--- src/verilog/spfs_defs.vh ---
`ifndef SPFS_DEFS_VH
`define SPFS_DEFS_VH
// Port E pull-up register: width, reset value and pin bit positions
`define SPFS_PU_W 8
`define SPFS_PU_RST 8'hFF
`define SPFS_PU_MOSI 5
`define SPFS_PU_MISO 6
`define SPFS_PU_SS 7
// Port E line index inside the three-bit function/direction/data fields
`define SPFS_E_MOSI 0
`define SPFS_E_MISO 1
`define SPFS_E_SS 2
`define SPFS_E_W 3
// Port E function select reset: all lines on the serial peripheral
`define SPFS_E_FSEL_RST 3'h0
`define SPFS_E_DIR_RST 3'h0
`define SPFS_E_DOUT_RST 3'h0
// Port C line 0 configuration word fields
`define SPFS_C_GPIO 0
`define SPFS_C_DIR 1
`define SPFS_C_DOUT 2
`define SPFS_C_W 3
// System integration pin-select register
`define SPFS_SYS_W 8
`define SPFS_SYS_RST 8'h00
`define SPFS_SYS_PA_ALT 0
// Synchroniser input vector: E5, E6, E7, C0
`define SPFS_SYN_W 4
`define SPFS_SYN_C0 3
`endif

--- src/verilog/spfs_pin_select.v ---
// Contract
// After reset the three port E lines carry the SPI 0 data-out, data-in and select roles.
// Bits 5, 6 and 7 of the port E pull-up register each enable one line's pull-up.
// The master-out data line is an output in master mode and an input in slave mode.
// A master presents each data-out bit half a clock before the slave's sampling edge.
// An unselected slave leaves its master-in data line undriven.
// A selected slave presents each data-in bit half a clock before the master samples.
// In slave mode the external master asserts select, and the SPI accepts only then.
// The SPI 1 clock line drives out in master mode and is the clock input in slave mode.
// The port C line carries the SPI 1 clock only while the phase A alternate bit is set.
// On the full variant the port C line comes up as the decoder 1 phase A input.
// In general-purpose role each line's direction is programmed individually.
`timescale 1ns/1ps
`include "spfs_defs.vh"
module spfs_pin_select #(
   parameter FULL_VARIANT = 1
) (
   input wire core_clk,
   input wire rst,
   input wire pe_pullup_wr,
   input wire [`SPFS_PU_W-1:0] pe_pullup_wdata,
   output reg [`SPFS_PU_W-1:0] port_e_pullup_reg,
   input wire pe_fsel_wr,
   input wire [`SPFS_E_W-1:0] pe_fsel_wdata,
   input wire pe_dir_wr,
   input wire [`SPFS_E_W-1:0] pe_dir_wdata,
   input wire pe_dout_wr,
   input wire [`SPFS_E_W-1:0] pe_dout_wdata,
   output reg [`SPFS_E_W-1:0] pe_din,
   input wire pc0_cfg_wr,
   input wire [`SPFS_C_W-1:0] pc0_cfg_wdata,
   output reg pc0_din,
   input wire sysint_wr,
   input wire [`SPFS_SYS_W-1:0] sysint_wdata,
   output reg [`SPFS_SYS_W-1:0] sysint_pin_select_reg,
   input wire spi0_master,
   input wire spi0_drive_en,
   input wire spi0_mosi_tx,
   input wire spi0_miso_tx,
   output reg spi0_mosi_rx,
   output reg spi0_miso_rx,
   output reg spi0_ss_n_rx,
   input wire spi1_master,
   input wire spi1_sclk_tx,
   output reg spi1_sclk_rx,
   output reg decoder1_phase_a_in,
   input wire port_e_line_5_in,
   output reg port_e_line_5_out,
   output reg port_e_line_5_oe,
   output wire port_e_line_5_pu,
   input wire port_e_line_6_in,
   output reg port_e_line_6_out,
   output reg port_e_line_6_oe,
   output wire port_e_line_6_pu,
   input wire port_e_line_7_in,
   output reg port_e_line_7_out,
   output reg port_e_line_7_oe,
   output wire port_e_line_7_pu,
   input wire port_c_line_0_in,
   output reg port_c_line_0_out,
   output reg port_c_line_0_oe
);

   // Variant-dependent reset of the port C general-purpose select
   localparam [0:0] PC_GPIO_RST = (FULL_VARIANT != 0) ? 1'h0 : 1'h1;

   reg [`SPFS_E_W-1:0] pe_fsel_r;
   reg [`SPFS_E_W-1:0] pe_dir_r;
   reg [`SPFS_E_W-1:0] pe_dout_r;
   reg pc_gpio_r;
   reg pc_dir_r;
   reg pc_dout_r;
   reg [`SPFS_SYN_W-1:0] syn1_r;
   reg [`SPFS_SYN_W-1:0] syn2_r;
   reg [`SPFS_SYN_W-1:0] syn3_r;
   reg [`SPFS_SYN_W-1:0] filt_r;
   reg [`SPFS_SYN_W-1:0] filt_nxt;
   reg mosi_hold_r;
   reg miso_hold_r;
   reg e5_out_nxt;
   reg e5_oe_nxt;
   reg e6_out_nxt;
   reg e6_oe_nxt;
   reg e7_out_nxt;
   reg e7_oe_nxt;
   reg c0_out_nxt;
   reg c0_oe_nxt;
   wire slave_sel;
   wire pc_sclk_role;

   // Software-written configuration; port E serial roles win after reset
   always @(posedge core_clk or posedge rst) begin
      if (rst) begin
         port_e_pullup_reg <= `SPFS_PU_RST;
         pe_fsel_r <= `SPFS_E_FSEL_RST;
         pe_dir_r <= `SPFS_E_DIR_RST;
         pe_dout_r <= `SPFS_E_DOUT_RST;
         pc_gpio_r <= PC_GPIO_RST;
         pc_dir_r <= 1'h0;
         pc_dout_r <= 1'h0;
         sysint_pin_select_reg <= `SPFS_SYS_RST;
      end else begin
         if (pe_pullup_wr) begin
            port_e_pullup_reg <= pe_pullup_wdata;
         end
         if (pe_fsel_wr) begin
            pe_fsel_r <= pe_fsel_wdata;
         end
         if (pe_dir_wr) begin
            pe_dir_r <= pe_dir_wdata;
         end
         if (pe_dout_wr) begin
            pe_dout_r <= pe_dout_wdata;
         end
         if (pc0_cfg_wr) begin
            pc_gpio_r <= pc0_cfg_wdata[`SPFS_C_GPIO];
            pc_dir_r <= pc0_cfg_wdata[`SPFS_C_DIR];
            pc_dout_r <= pc0_cfg_wdata[`SPFS_C_DOUT];
         end
         if (sysint_wr) begin
            sysint_pin_select_reg <= sysint_wdata;
         end
      end
   end

   // Pull-up enables follow their own bits; cleared bit means no pull-up
   assign port_e_line_5_pu = port_e_pullup_reg[`SPFS_PU_MOSI];
   assign port_e_line_6_pu = port_e_pullup_reg[`SPFS_PU_MISO];
   assign port_e_line_7_pu = port_e_pullup_reg[`SPFS_PU_SS];

   // Three-stage synchroniser; the first stage feeds only the second
   always @(posedge core_clk or posedge rst) begin
      if (rst) begin
         syn1_r <= {`SPFS_SYN_W{1'h1}};
         syn2_r <= {`SPFS_SYN_W{1'h1}};
         syn3_r <= {`SPFS_SYN_W{1'h1}};
         filt_r <= {`SPFS_SYN_W{1'h1}};
      end else begin
         syn1_r <= {port_c_line_0_in, port_e_line_7_in, port_e_line_6_in, port_e_line_5_in};
         syn2_r <= syn1_r;
         syn3_r <= syn2_r;
         filt_r <= filt_nxt;
      end
   end

   // A bit moves only once stages two and three agree, masking one-cycle glitches
   always @* begin
      filt_nxt = (syn2_r & syn3_r) | (filt_r & (syn2_r ^ syn3_r));
   end

   // Select is active low; slave is addressed only while it is held low
   assign slave_sel = !spi0_master && !pe_fsel_r[`SPFS_E_SS] &&
                      !filt_r[`SPFS_E_SS];
   assign pc_sclk_role = !pc_gpio_r && sysint_pin_select_reg[`SPFS_SYS_PA_ALT];

   // Outgoing serial bits change only on the core's drive edge, which sits
   // half a serial clock ahead of the far side's sampling edge
   always @(posedge core_clk or posedge rst) begin
      if (rst) begin
         mosi_hold_r <= 1'h0;
         miso_hold_r <= 1'h0;
      end else begin
         if (spi0_drive_en && spi0_master) begin
            mosi_hold_r <= spi0_mosi_tx;
         end
         if (spi0_drive_en && slave_sel) begin
            miso_hold_r <= spi0_miso_tx;
         end
      end
   end

   // Port E pad drive: serial role or general-purpose role per line
   always @* begin
      if (pe_fsel_r[`SPFS_E_MOSI]) begin
         e5_out_nxt = pe_dout_r[`SPFS_E_MOSI];
         e5_oe_nxt = pe_dir_r[`SPFS_E_MOSI];
      end else begin
         e5_out_nxt = mosi_hold_r;
         e5_oe_nxt = spi0_master;
      end
      if (pe_fsel_r[`SPFS_E_MISO]) begin
         e6_out_nxt = pe_dout_r[`SPFS_E_MISO];
         e6_oe_nxt = pe_dir_r[`SPFS_E_MISO];
      end else begin
         // Master listens; unselected slave floats so other slaves can share the line
         e6_out_nxt = miso_hold_r;
         e6_oe_nxt = slave_sel;
      end
      if (pe_fsel_r[`SPFS_E_SS]) begin
         e7_out_nxt = pe_dout_r[`SPFS_E_SS];
         e7_oe_nxt = pe_dir_r[`SPFS_E_SS];
      end else begin
         e7_out_nxt = 1'h0;
         e7_oe_nxt = 1'h0;
      end
   end

   // Port C line 0 drive: general-purpose, SPI 1 clock, or decoder input
   always @* begin
      if (pc_gpio_r) begin
         c0_out_nxt = pc_dout_r;
         c0_oe_nxt = pc_dir_r;
      end else if (pc_sclk_role) begin
         c0_out_nxt = spi1_sclk_tx;
         c0_oe_nxt = spi1_master;
      end else begin
         c0_out_nxt = 1'h0;
         c0_oe_nxt = 1'h0;
      end
   end

   // Registered pad outputs; one cycle of latency keeps pads glitch-free
   always @(posedge core_clk or posedge rst) begin
      if (rst) begin
         port_e_line_5_out <= 1'h0;
         port_e_line_5_oe <= 1'h0;
         port_e_line_6_out <= 1'h0;
         port_e_line_6_oe <= 1'h0;
         port_e_line_7_out <= 1'h0;
         port_e_line_7_oe <= 1'h0;
         port_c_line_0_out <= 1'h0;
         port_c_line_0_oe <= 1'h0;
      end else begin
         port_e_line_5_out <= e5_out_nxt;
         port_e_line_5_oe <= e5_oe_nxt;
         port_e_line_6_out <= e6_out_nxt;
         port_e_line_6_oe <= e6_oe_nxt;
         port_e_line_7_out <= e7_out_nxt;
         port_e_line_7_oe <= e7_oe_nxt;
         port_c_line_0_out <= c0_out_nxt;
         port_c_line_0_oe <= c0_oe_nxt;
      end
   end

   // Core-side receive values; roles that are off read as idle levels
   always @(posedge core_clk or posedge rst) begin
      if (rst) begin
         spi0_mosi_rx <= 1'h0;
         spi0_miso_rx <= 1'h0;
         spi0_ss_n_rx <= 1'h1;
         spi1_sclk_rx <= 1'h0;
         decoder1_phase_a_in <= 1'h0;
         pe_din <= {`SPFS_E_W{1'h0}};
         pc0_din <= 1'h0;
      end else begin
         // Slave takes data-out from the pin; master ignores it
         spi0_mosi_rx <= (!spi0_master && !pe_fsel_r[`SPFS_E_MOSI]) ?
                         filt_r[`SPFS_E_MOSI] : 1'h0;
         spi0_miso_rx <= (spi0_master && !pe_fsel_r[`SPFS_E_MISO]) ?
                         filt_r[`SPFS_E_MISO] : 1'h0;
         spi0_ss_n_rx <= !slave_sel;
         spi1_sclk_rx <= (pc_sclk_role && !spi1_master) ?
                         filt_r[`SPFS_SYN_C0] : 1'h0;
         decoder1_phase_a_in <= (!pc_gpio_r && !pc_sclk_role) ?
                                filt_r[`SPFS_SYN_C0] : 1'h0;
         pe_din <= filt_r[`SPFS_E_W-1:0];
         pc0_din <= filt_r[`SPFS_SYN_C0];
      end
   end

endmodule // spfs_pin_select

--- config.mk ---
export PLATFORM = sky130hd
export DESIGN_NAME = spfs_pin_select
export DESIGN_NICKNAME = d
export VERILOG_FILES = /design/src/verilog/spfs_pin_select.v
export VERILOG_INCLUDE_DIRS = /design/src /design/src/verilog
export SDC_FILE = /design/constraint.sdc
export NUM_CORES = 1
export LEC_CHECK = 0
export ABC_AREA = 0
export ABC_CLOCK_PERIOD_IN_PS = 2710
export BUFFER_PORTS_ARGS = -buffer_cell sky130_fd_sc_hd__buf_2
export CAP_MARGIN = 20
export CORE_MARGIN = 1
export CORE_UTILIZATION = 40
export CTS_CLUSTER_DIAMETER = 30
export DETAILED_ROUTE_END_ITERATION = 16
export PLACE_DENSITY = 0.79
export SLEW_MARGIN = 5
export SYNTH_ARGS = -nofsm -noshare
export SYNTH_HDL_FRONTEND = slang
export SYNTH_SLANG_ARGS = --single-unit
--- constraint.sdc ---
create_clock -name core_clk -period 2.71 [get_ports core_clk]
set_clock_uncertainty 0.15 [all_clocks]
set_input_delay 0.1355 -clock core_clk [delete_from_list [all_inputs] [get_ports core_clk]]
set_output_delay 0.1355 -clock core_clk [all_outputs]
set_load 0.01 [all_outputs]
# ---- Word level (Yosys, flattened, before mapping)
# Index checks and enable logic that the tools add are counted.
dict set report classes {
  mux 14
  bitwise_logic 4
  n_reduce_logical 18
}
# op count
set op_table {}
lappend op_table {{2-to-1 mux 1 bit} 14}
lappend op_table {{logical AND 1 bit} 9}
lappend op_table {{zero test 1 bit} 9}
lappend op_table {{AND 4 bit} 2}
lappend op_table {{bitwise OR 4 bit} 1}
lappend op_table {{bitwise XOR 4 bit} 1}
dict set report totals {
  register_bits 63
  inputBits 46
  output_inout_bits 36
  wordCells 65
}

# ---- Longest topological paths before layout
# Gate-level depths: netlist (run 1).
dict set report depth {
  word_depth 5
  mapped_depth 2
  mapped_depth_nobuf 2
}

# ---- Worst setup path after synthesis (run 1)
# OpenSTA, ideal clock, no wires.
dict set report synth_path {
  path_type {flip-flop to flip-flop}
  start {register filt_r[2]}
  end {register miso_hold_r}
  setup_time_ps 128
  t_arrival_ps 951
  required_time_ps 2432
  setup_slack_ps 1482
  path_stages_with_launch 3
  path_buffers 0
  synth_period_minus_slack_ps 1228
  cell_sequence {dfstp_2 > nor4b_2 > mux2_1}
}
dict set report synth_between {
  elab_chain_cells 3
}
# element line
set synth_rtl {}
lappend synth_rtl {{from (decl)} spfs_pin_select.v:76} ;# reg [`SPFS_SYN_W-1:0] filt_r;
lappend synth_rtl {{from (signal assigned)} spfs_pin_select.v:137} ;# filt_r <= {`SPFS_SYN_W{1'h1}};
lappend synth_rtl {{from (signal assigned)} spfs_pin_select.v:142} ;# filt_r <= filt_nxt;
lappend synth_rtl {{zero test 1 bit} spfs_pin_select.v:153} ;# !filt_r[`SPFS_E_SS];
lappend synth_rtl {{logical AND 1 bit} spfs_pin_select.v:152} ;# assign slave_sel = !spi0_master && !pe_fsel_r[`SPFS_E_SS] &&
lappend synth_rtl {{logical AND 1 bit} spfs_pin_select.v:166} ;# if (spi0_drive_en && slave_sel) begin
lappend synth_rtl {{to (signal assigned)} spfs_pin_select.v:167} ;# miso_hold_r <= spi0_miso_tx;
lappend synth_rtl {{to (decl)} spfs_pin_select.v:79} ;# reg miso_hold_r;
# No other way between the ends.
# A chain may end at the register's enable or synchronous reset.

# ---- Final worst setup path (run 1)
dict set report layout_path {
  start {input port pe_fsel_wdata[0]}
  end {register pe_fsel_r[0]}
}
# element line
set layout_rtl {}
lappend layout_rtl {{from (decl)} spfs_pin_select.v:24} ;# input wire [`SPFS_E_W-1:0] pe_fsel_wdata,
lappend layout_rtl {{to (signal assigned)} spfs_pin_select.v:95} ;# pe_fsel_r <= `SPFS_E_FSEL_RST;
lappend layout_rtl {{to (signal assigned)} spfs_pin_select.v:107} ;# pe_fsel_r <= pe_fsel_wdata;
lappend layout_rtl {{to (decl)} spfs_pin_select.v:67} ;# reg [`SPFS_E_W-1:0] pe_fsel_r;
# No word-level cell between the ends.

==> metrics.txt, run 1 <==
outcome=finished clean; setup TNS=0 ns; commonest cells in the netlist=dfrtp_1 (38), mux2_1 (33), dfstp_2 (25), a21o_1 (4), ha_1 (4); CP Depth=4; Longest Clk Path Bufs=2; Syn Inst Count=125; Top Metal Used=met4; Pleak=0.001588 uW; Post-synth ARST share=1.000; Min-Delay Path Depth=3; IO Port Bufs=81; biggest area consumer among synthesized cells=dfrtp_1; Overflow after GRT=0; Sink Count=63; peak supply drop=0.0005027 V; critical-path cell list=dlygate4sd3_1 > buf_2 > mux2_1 > dlygate4sd3_1; Hold Vio Cnt, Final=0; first-pass GRT wire length=7941 um; CTS tree=done; clk slew on worst S/H paths=0.07 ns; Initial Utilization=0.4240; number of diodes=0; highest net fanout along the worst path=1; routability cong.=0.7702; DR WL met2=2568 um; #FFs+latches synth=63; Num CTS Buffers=9; die height=76.28 um; M1 WL=1754 um; largest cells by area after synthesis=dfrtp_1 (43%), dfstp_2 (30%), mux2_1 (17%); Via-to-Cell Ratio=4.509; mean post-synth cell area=17.66 um2; Final setup viols=0; RSZ-0062 raised after global routing=no; Synth Cell Area=2207 um2; Critical Path RT=2.76 ns; crit-path leading delay family=buffers and inverters; period utilisation layout=0.6016; Crit path buffers/inverters=3; Slew HR=0.5112; max cap viols=0; Setup CP Type=in2reg; Crit. End Element=register; Clock Latency Late Sink=0.32 ns; initial antenna violation count=0; Post-Syn Nets=175; count leader, synth=dfrtp_1; detailed placement HPWL=2658 um; HP Class=in2reg; Power Total=2096 uW; floorplan die width=76.28 um; Synth cell types=18; synth warn=0; Post-synth top flop=dfrtp_1; die area=5819 um2; vias in the first global route=1732; Fmax=613.4 MHz; crit path setup slack, layout=1.080 ns; Seq. cell area=1608 um2; Synth-to-Final Area Change=51.81%; drt first-iter violations=43; Layout Nets=313; met3 WL=206 um; Data arrival, critical path=1.68 ns; row count=26; Tmin final=1.630 ns; total wire length=4669 um; antenna-violating nets left=0; Fill cells=376; slowest stage delay, CP=0.58 ns; share of cells above drive strength 1=0.4701; Slew @ Worst Pin=0.7332 ns; vias after detailed routing=1524; Power Density=625.4 nW/um2; pre-CTS setup slack=1.438 ns; FF-to-FF path depth=2; first-pass detailed-route iteration total=3; core region area=5205 um2; # DRC=0; Wirelength per Cell=13.81 um; post-synthesis sequential area ratio=0.7285; htree depth=3; EDFF count, synth=0; Yosys top cell area share=0.4308; Critical-path top delay cell=dlygate4sd3_1; Root Buffer=clkbuf_8; most used cell, CP=dlygate4sd3_1; Slew Viols, Final=0; Multi-input gate area=563.0 um2; largest net degree at the start of global routing=64; gr usage total=0.1796; Startpoint Class=input port; I/O pins=82
==> cell families (layout without fill, tap and decap cells) <==
kind of cell             count (synthesis)  count (layout)  share of synthesized area
flip-flops                              63              63                     0.7285
multiplexers                            33              33                     0.1684
AND/OR/NAND/NOR                         12              12                    0.03854
AO/OA/AOI/OAI                            7               7                    0.02551
buffers and inverters                    6             149                    0.01644
adder cells (fa/ha/maj)                  4               4                    0.02268
==> placed cells by master, fill, tap and decap left out, drive strengths merged <==
master	count
nand2	3
a22o	2
a21o	4
clkbuf	11
ha	4
buf	82
nor4bb	1
and2	2
clkinv	3
inv	1
nor4b	1
mux2	33
o21ai	1
nor2	1
dfstp	25
dfrtp	38
nor2b	1
or3	1
clkinvlp	2
nor3b	2
dlygate4sd3	50
==> final timing paths <==
path	start	end	slack, ns
max reg2reg	pe_fsel_r[0]	pe_fsel_r[0]	1.11
min	spi0_drive_en	mosi_hold_r	0.02
max	pe_fsel_wdata[0]	pe_fsel_r[0]	1.08
min in group asynchronous	rst	sysint_pin_select_reg[5]	0.43
max in group asynchronous	rst	decoder1_phase_a_in	1.51
min reg2reg	syn1_r[0]	syn2_r[0]	0.21
==> through the flow <==
| stage | instances | cell area, um2 | util | hold slack, ns |
|---|---|---|---|---|
| CTS | 338 | 3351 | 0.6438 | 0.01497 |
| global placement | 272 | 2675 | 0.5139 | 0.09137 |
| global route | 338 | 3351 | 0.6438 | 0.02958 |
| detailed placement | 272 | 2675 | 0.5139 | 0.09180 |
| finish | 338 | 3351 | 0.6438 | 0.02417 |
| floorplan | 125 | 2207 | - | -0.01002 |
==> power by group <==
part	switching [uW]	leakage, uW	internal, uW
logic	124	0.000780	173
clock network	337	0.0000853	355
registers	51.8	0.000722	1060
==> layer usage <==
layer,track usage,up-vias
met4,0.09615,0
met1,0.1918,734
met3,0.04551,18
li1,-,707
met5,0,-
met2,0.3234,65
==> worst reg2reg max path: stages (launching register included) <==
cell           delay (ns)
dfrtp_1              0.43
mux2_1               0.32
dlygate4sd3_1        0.58
==> cell type report <==
type                       instances  share of cell area
inverter                           1            0.001120
clock buffer                      11             0.04220
timing repair buffer             132              0.2726
tap                               70             0.02614
clock inverter                     5             0.01008
multi-input combinational         56              0.1680
sequential                        63              0.4798
==> repair_timing <==
action,4_1_cts,5_1_grt
resized for setup,0,0
hold buffers,50,0
buffers inserted,0,0
endpoints found under the hold margin,79,0
Power figures use the tool's default switching activity.
==> run 2: changes to the inputs <==
--- a/config.mk
+++ b/config.mk
@@ -7,7 +7,7 @@
 export NUM_CORES = 1
 export LEC_CHECK = 0
 export ABC_AREA = 0
-export ABC_CLOCK_PERIOD_IN_PS = 2710
+export ABC_CLOCK_PERIOD_IN_PS = 1550
 export BUFFER_PORTS_ARGS = -buffer_cell sky130_fd_sc_hd__buf_2
 export CAP_MARGIN = 20
 export CORE_MARGIN = 1
==> constraint.sdc (replaced) <==
create_clock -name core_clk -period 1.55 [get_ports core_clk]
set_clock_uncertainty 0.15 [all_clocks]
set_input_delay 0.0775 -clock core_clk [delete_from_list [all_inputs] [get_ports core_clk]]
set_output_delay 0.0775 -clock core_clk [all_outputs]
set_load 0.01 [all_outputs]
==> run 2 against run 1 <==
Compared with the run above:
- the flow now finishes with violations (hold timing)
- global-route usage grew 2.3 points
- critical path depth unchanged
- register-to-register slack worse by 1.1 ns
- sequential share of layout area down 2.9 points
- power rose by 95%
- non-clock buffer count is 14 higher
- final area up 6.4%
- die area did not move
- first-iteration DRC count rose by 19%
- utilization is 4.1 points higher
- worst hold slack lost 0.074 ns
- flip-flop and latch count unchanged
==> metrics.txt, run 2 (same netlist as run 1, synthesis figures left out) <==
gr usage total=0.2027 (+0.02310); Longest Clk Path Bufs=2 (unchanged); Layout Nets=327 (+4.5%); met1 Use GR=0.2026 (+0.01071); IO Port Bufs=81 (unchanged); Crit. End Element=register; Min-Delay Path Depth=3 (unchanged); FF-to-FF path depth=2 (unchanged); grt peak-use layer=met2; most frequent cells in the layout=buf_2 (79), dlygate4sd3_1 (61), dfrtp_1 (38), mux2_1 (32), dfstp_2 (25); detailed placement HPWL=2746 um (+3.3%); met2 usage=0.3856 (+0.06216); largest net degree at the start of global routing=64 (unchanged); Wirelength per Cell=15.06 um (+9.0%); Via-to-Cell Ratio=4.503 (-0.13%); antenna-violating nets left=0 (unchanged); row count=26 (unchanged); clk slew on worst S/H paths=0.07 ns (about the same); Slew HR=0.7882 (+0.2770); Tmin final=1.534 ns; die area=5819 um2 (unchanged); # DRC=0 (unchanged); hold_ws=-0.04951 ns (-0.07368 ns); routability cong.=0.7444 (-3.3%); Slew @ Worst Pin=0.3177 ns (-0.4155 ns); FF-to-FF setup slack=0.04 ns (-1.07 ns); Hold Path End=mosi_hold_r; reg-to-reg endpoint=pe_dout_r[1]; number of diodes=0 (unchanged); Hold Vio Cnt, Final=2 (+2); Final setup viols=0 (unchanged); first-pass GRT wire length=8700 um (+9.6%); Cell Count Post-Placement=272 (unchanged); die height=76.28 um (unchanged); hold_sp=spi0_master; Synth-to-Final Area Change=61.51%; setup TNS=0 ns (unchanged); CTS tree=done; Critical Path RT=1.61 ns (-1.15 ns); floorplan die width=76.28 um (unchanged); Initial Utilization=0.4240 (unchanged); outcome=finished with violations; Slew Viols, Final=0 (unchanged); Num CTS Buffers=9 (unchanged); Setup CP Type=in2reg; Pleak=0.001688 uW (+6.4%); max cap viols=0 (unchanged); vias in the first global route=1791 (+3.4%); core region area=5205 um2 (unchanged); Overflow after GRT=0 (unchanged); HP Class=in2reg; Root Buffer=clkbuf_8; htree depth=3 (unchanged); first-pass detailed-route iteration total=2 (-1); Fill cells=371 (-1.3%); Data arrival, critical path=1.60 ns (-0.08 ns); commonest non-fill, non-tap cell in the layout=buf_2; total wire length=5301 um (+14%); RR Startpoint=pe_dout_r[1]; I/O pins=82 (unchanged); vias after detailed routing=1585 (+4.0%); RSZ-0062 raised after global routing=no; Final Non-Filler Cells=352 (+4.1%); highest net fanout along the worst path=1 (unchanged); Fmax=651.7 MHz; initial antenna violation count=0 (unchanged); Power Density=1149 nW/um2 (+84%); Startpoint Class=input port; violated checks=hold timing; Sink Count=63 (unchanged); drt first-iter violations=51 (+19%); share of cells above drive strength 1=0.4574 (-0.01270); GRT met3 Usage=0.04192 (-0.003593); peak supply drop=0.0009647 V (+92%); Clock Latency Late Sink=0.33 ns (about the same); period utilisation layout=0.9899
run 2: layout make-up:
cell class,instances,area [um2],share of cell area
Clock buffer,11,141.4,0.03966
Clock inverter,5,81.33,0.02282
Inverter,1,7.507,0.002106
Multi-Input combinational cell,56,566.8,0.1590
Sequential cell,63,1608,0.4510
Tap cell,70,87.58,0.02457
Timing Repair Buffer,146,1072,0.3008
run 2: worst max path at each step:
| stage | from | endpoint | slack (ns) | cells past startpoint |
|---|---|---|---|---|
| 6_report | sysint_wdata[6] | sysint_pin_select_reg[6] | 0.02 | 4 |
| 2_1_floorplan | filt_r[2] | miso_hold_r | 0.32 | 2 |
| 3_5_place_dp | pe_fsel_r[2] | miso_hold_r | 0.29 | 2 |
| 5_1_grt | pe_dir_wdata[1] | pe_dir_r[1] | 0.0006 | 4 |
| 4_1_cts | pe_fsel_r[2] | pe_fsel_r[2] | 0.02 | 2 |
| 3_3_place_gp | filt_r[2] | miso_hold_r | 0.31 | 2 |
run 2: critical path, stage by stage:
cell           delay, ns
dlygate4sd3_1       0.54
buf_2               0.13
mux2_1              0.29
dlygate4sd3_1       0.56
run 2: what timing repair did:
item                                   in CTS  in global routing
setup endpoints to repair                   0                  6
setup buffers                               0                  2
hold buffers                               67                  0
resized for setup                           0                  5
endpoints found under the hold margin     105                  0
run 2: stage by stage:
stage	power, uW	worst slack, ns	utilization	instance area (um2)	hold WS, ns
finish	4097	0.01560	0.6849	3565	-0.04951
global route	4270	0.0006277	0.6849	3565	0.02534
CTS	4120	0.01761	0.6887	3585	0.05872
detailed placement	2364	0.2873	0.5171	2691	0.03384
global placement	2345	0.3077	0.5171	2691	0.03189
floorplan	2155	0.3217	-	2211	-0.06802
run 2: layer usage:
layer / part of all wire / wire length (um) / vias up
met1: 0.38 / 1992 / 772
met2: 0.55 / 2925 / 58
met3: 0.040 / 213 / 16
li1: - / - / 739
met5: 0 / 0 / -
met4: 0.032 / 170 / 0
run 2: where the power goes:
group          leakage, uW  switching, uW  total (uW)  internal, uW
sequential        0.000722           90.6        1940          1840
clock             0.000110            626        1580           950
combinational     0.000857            235         586           351
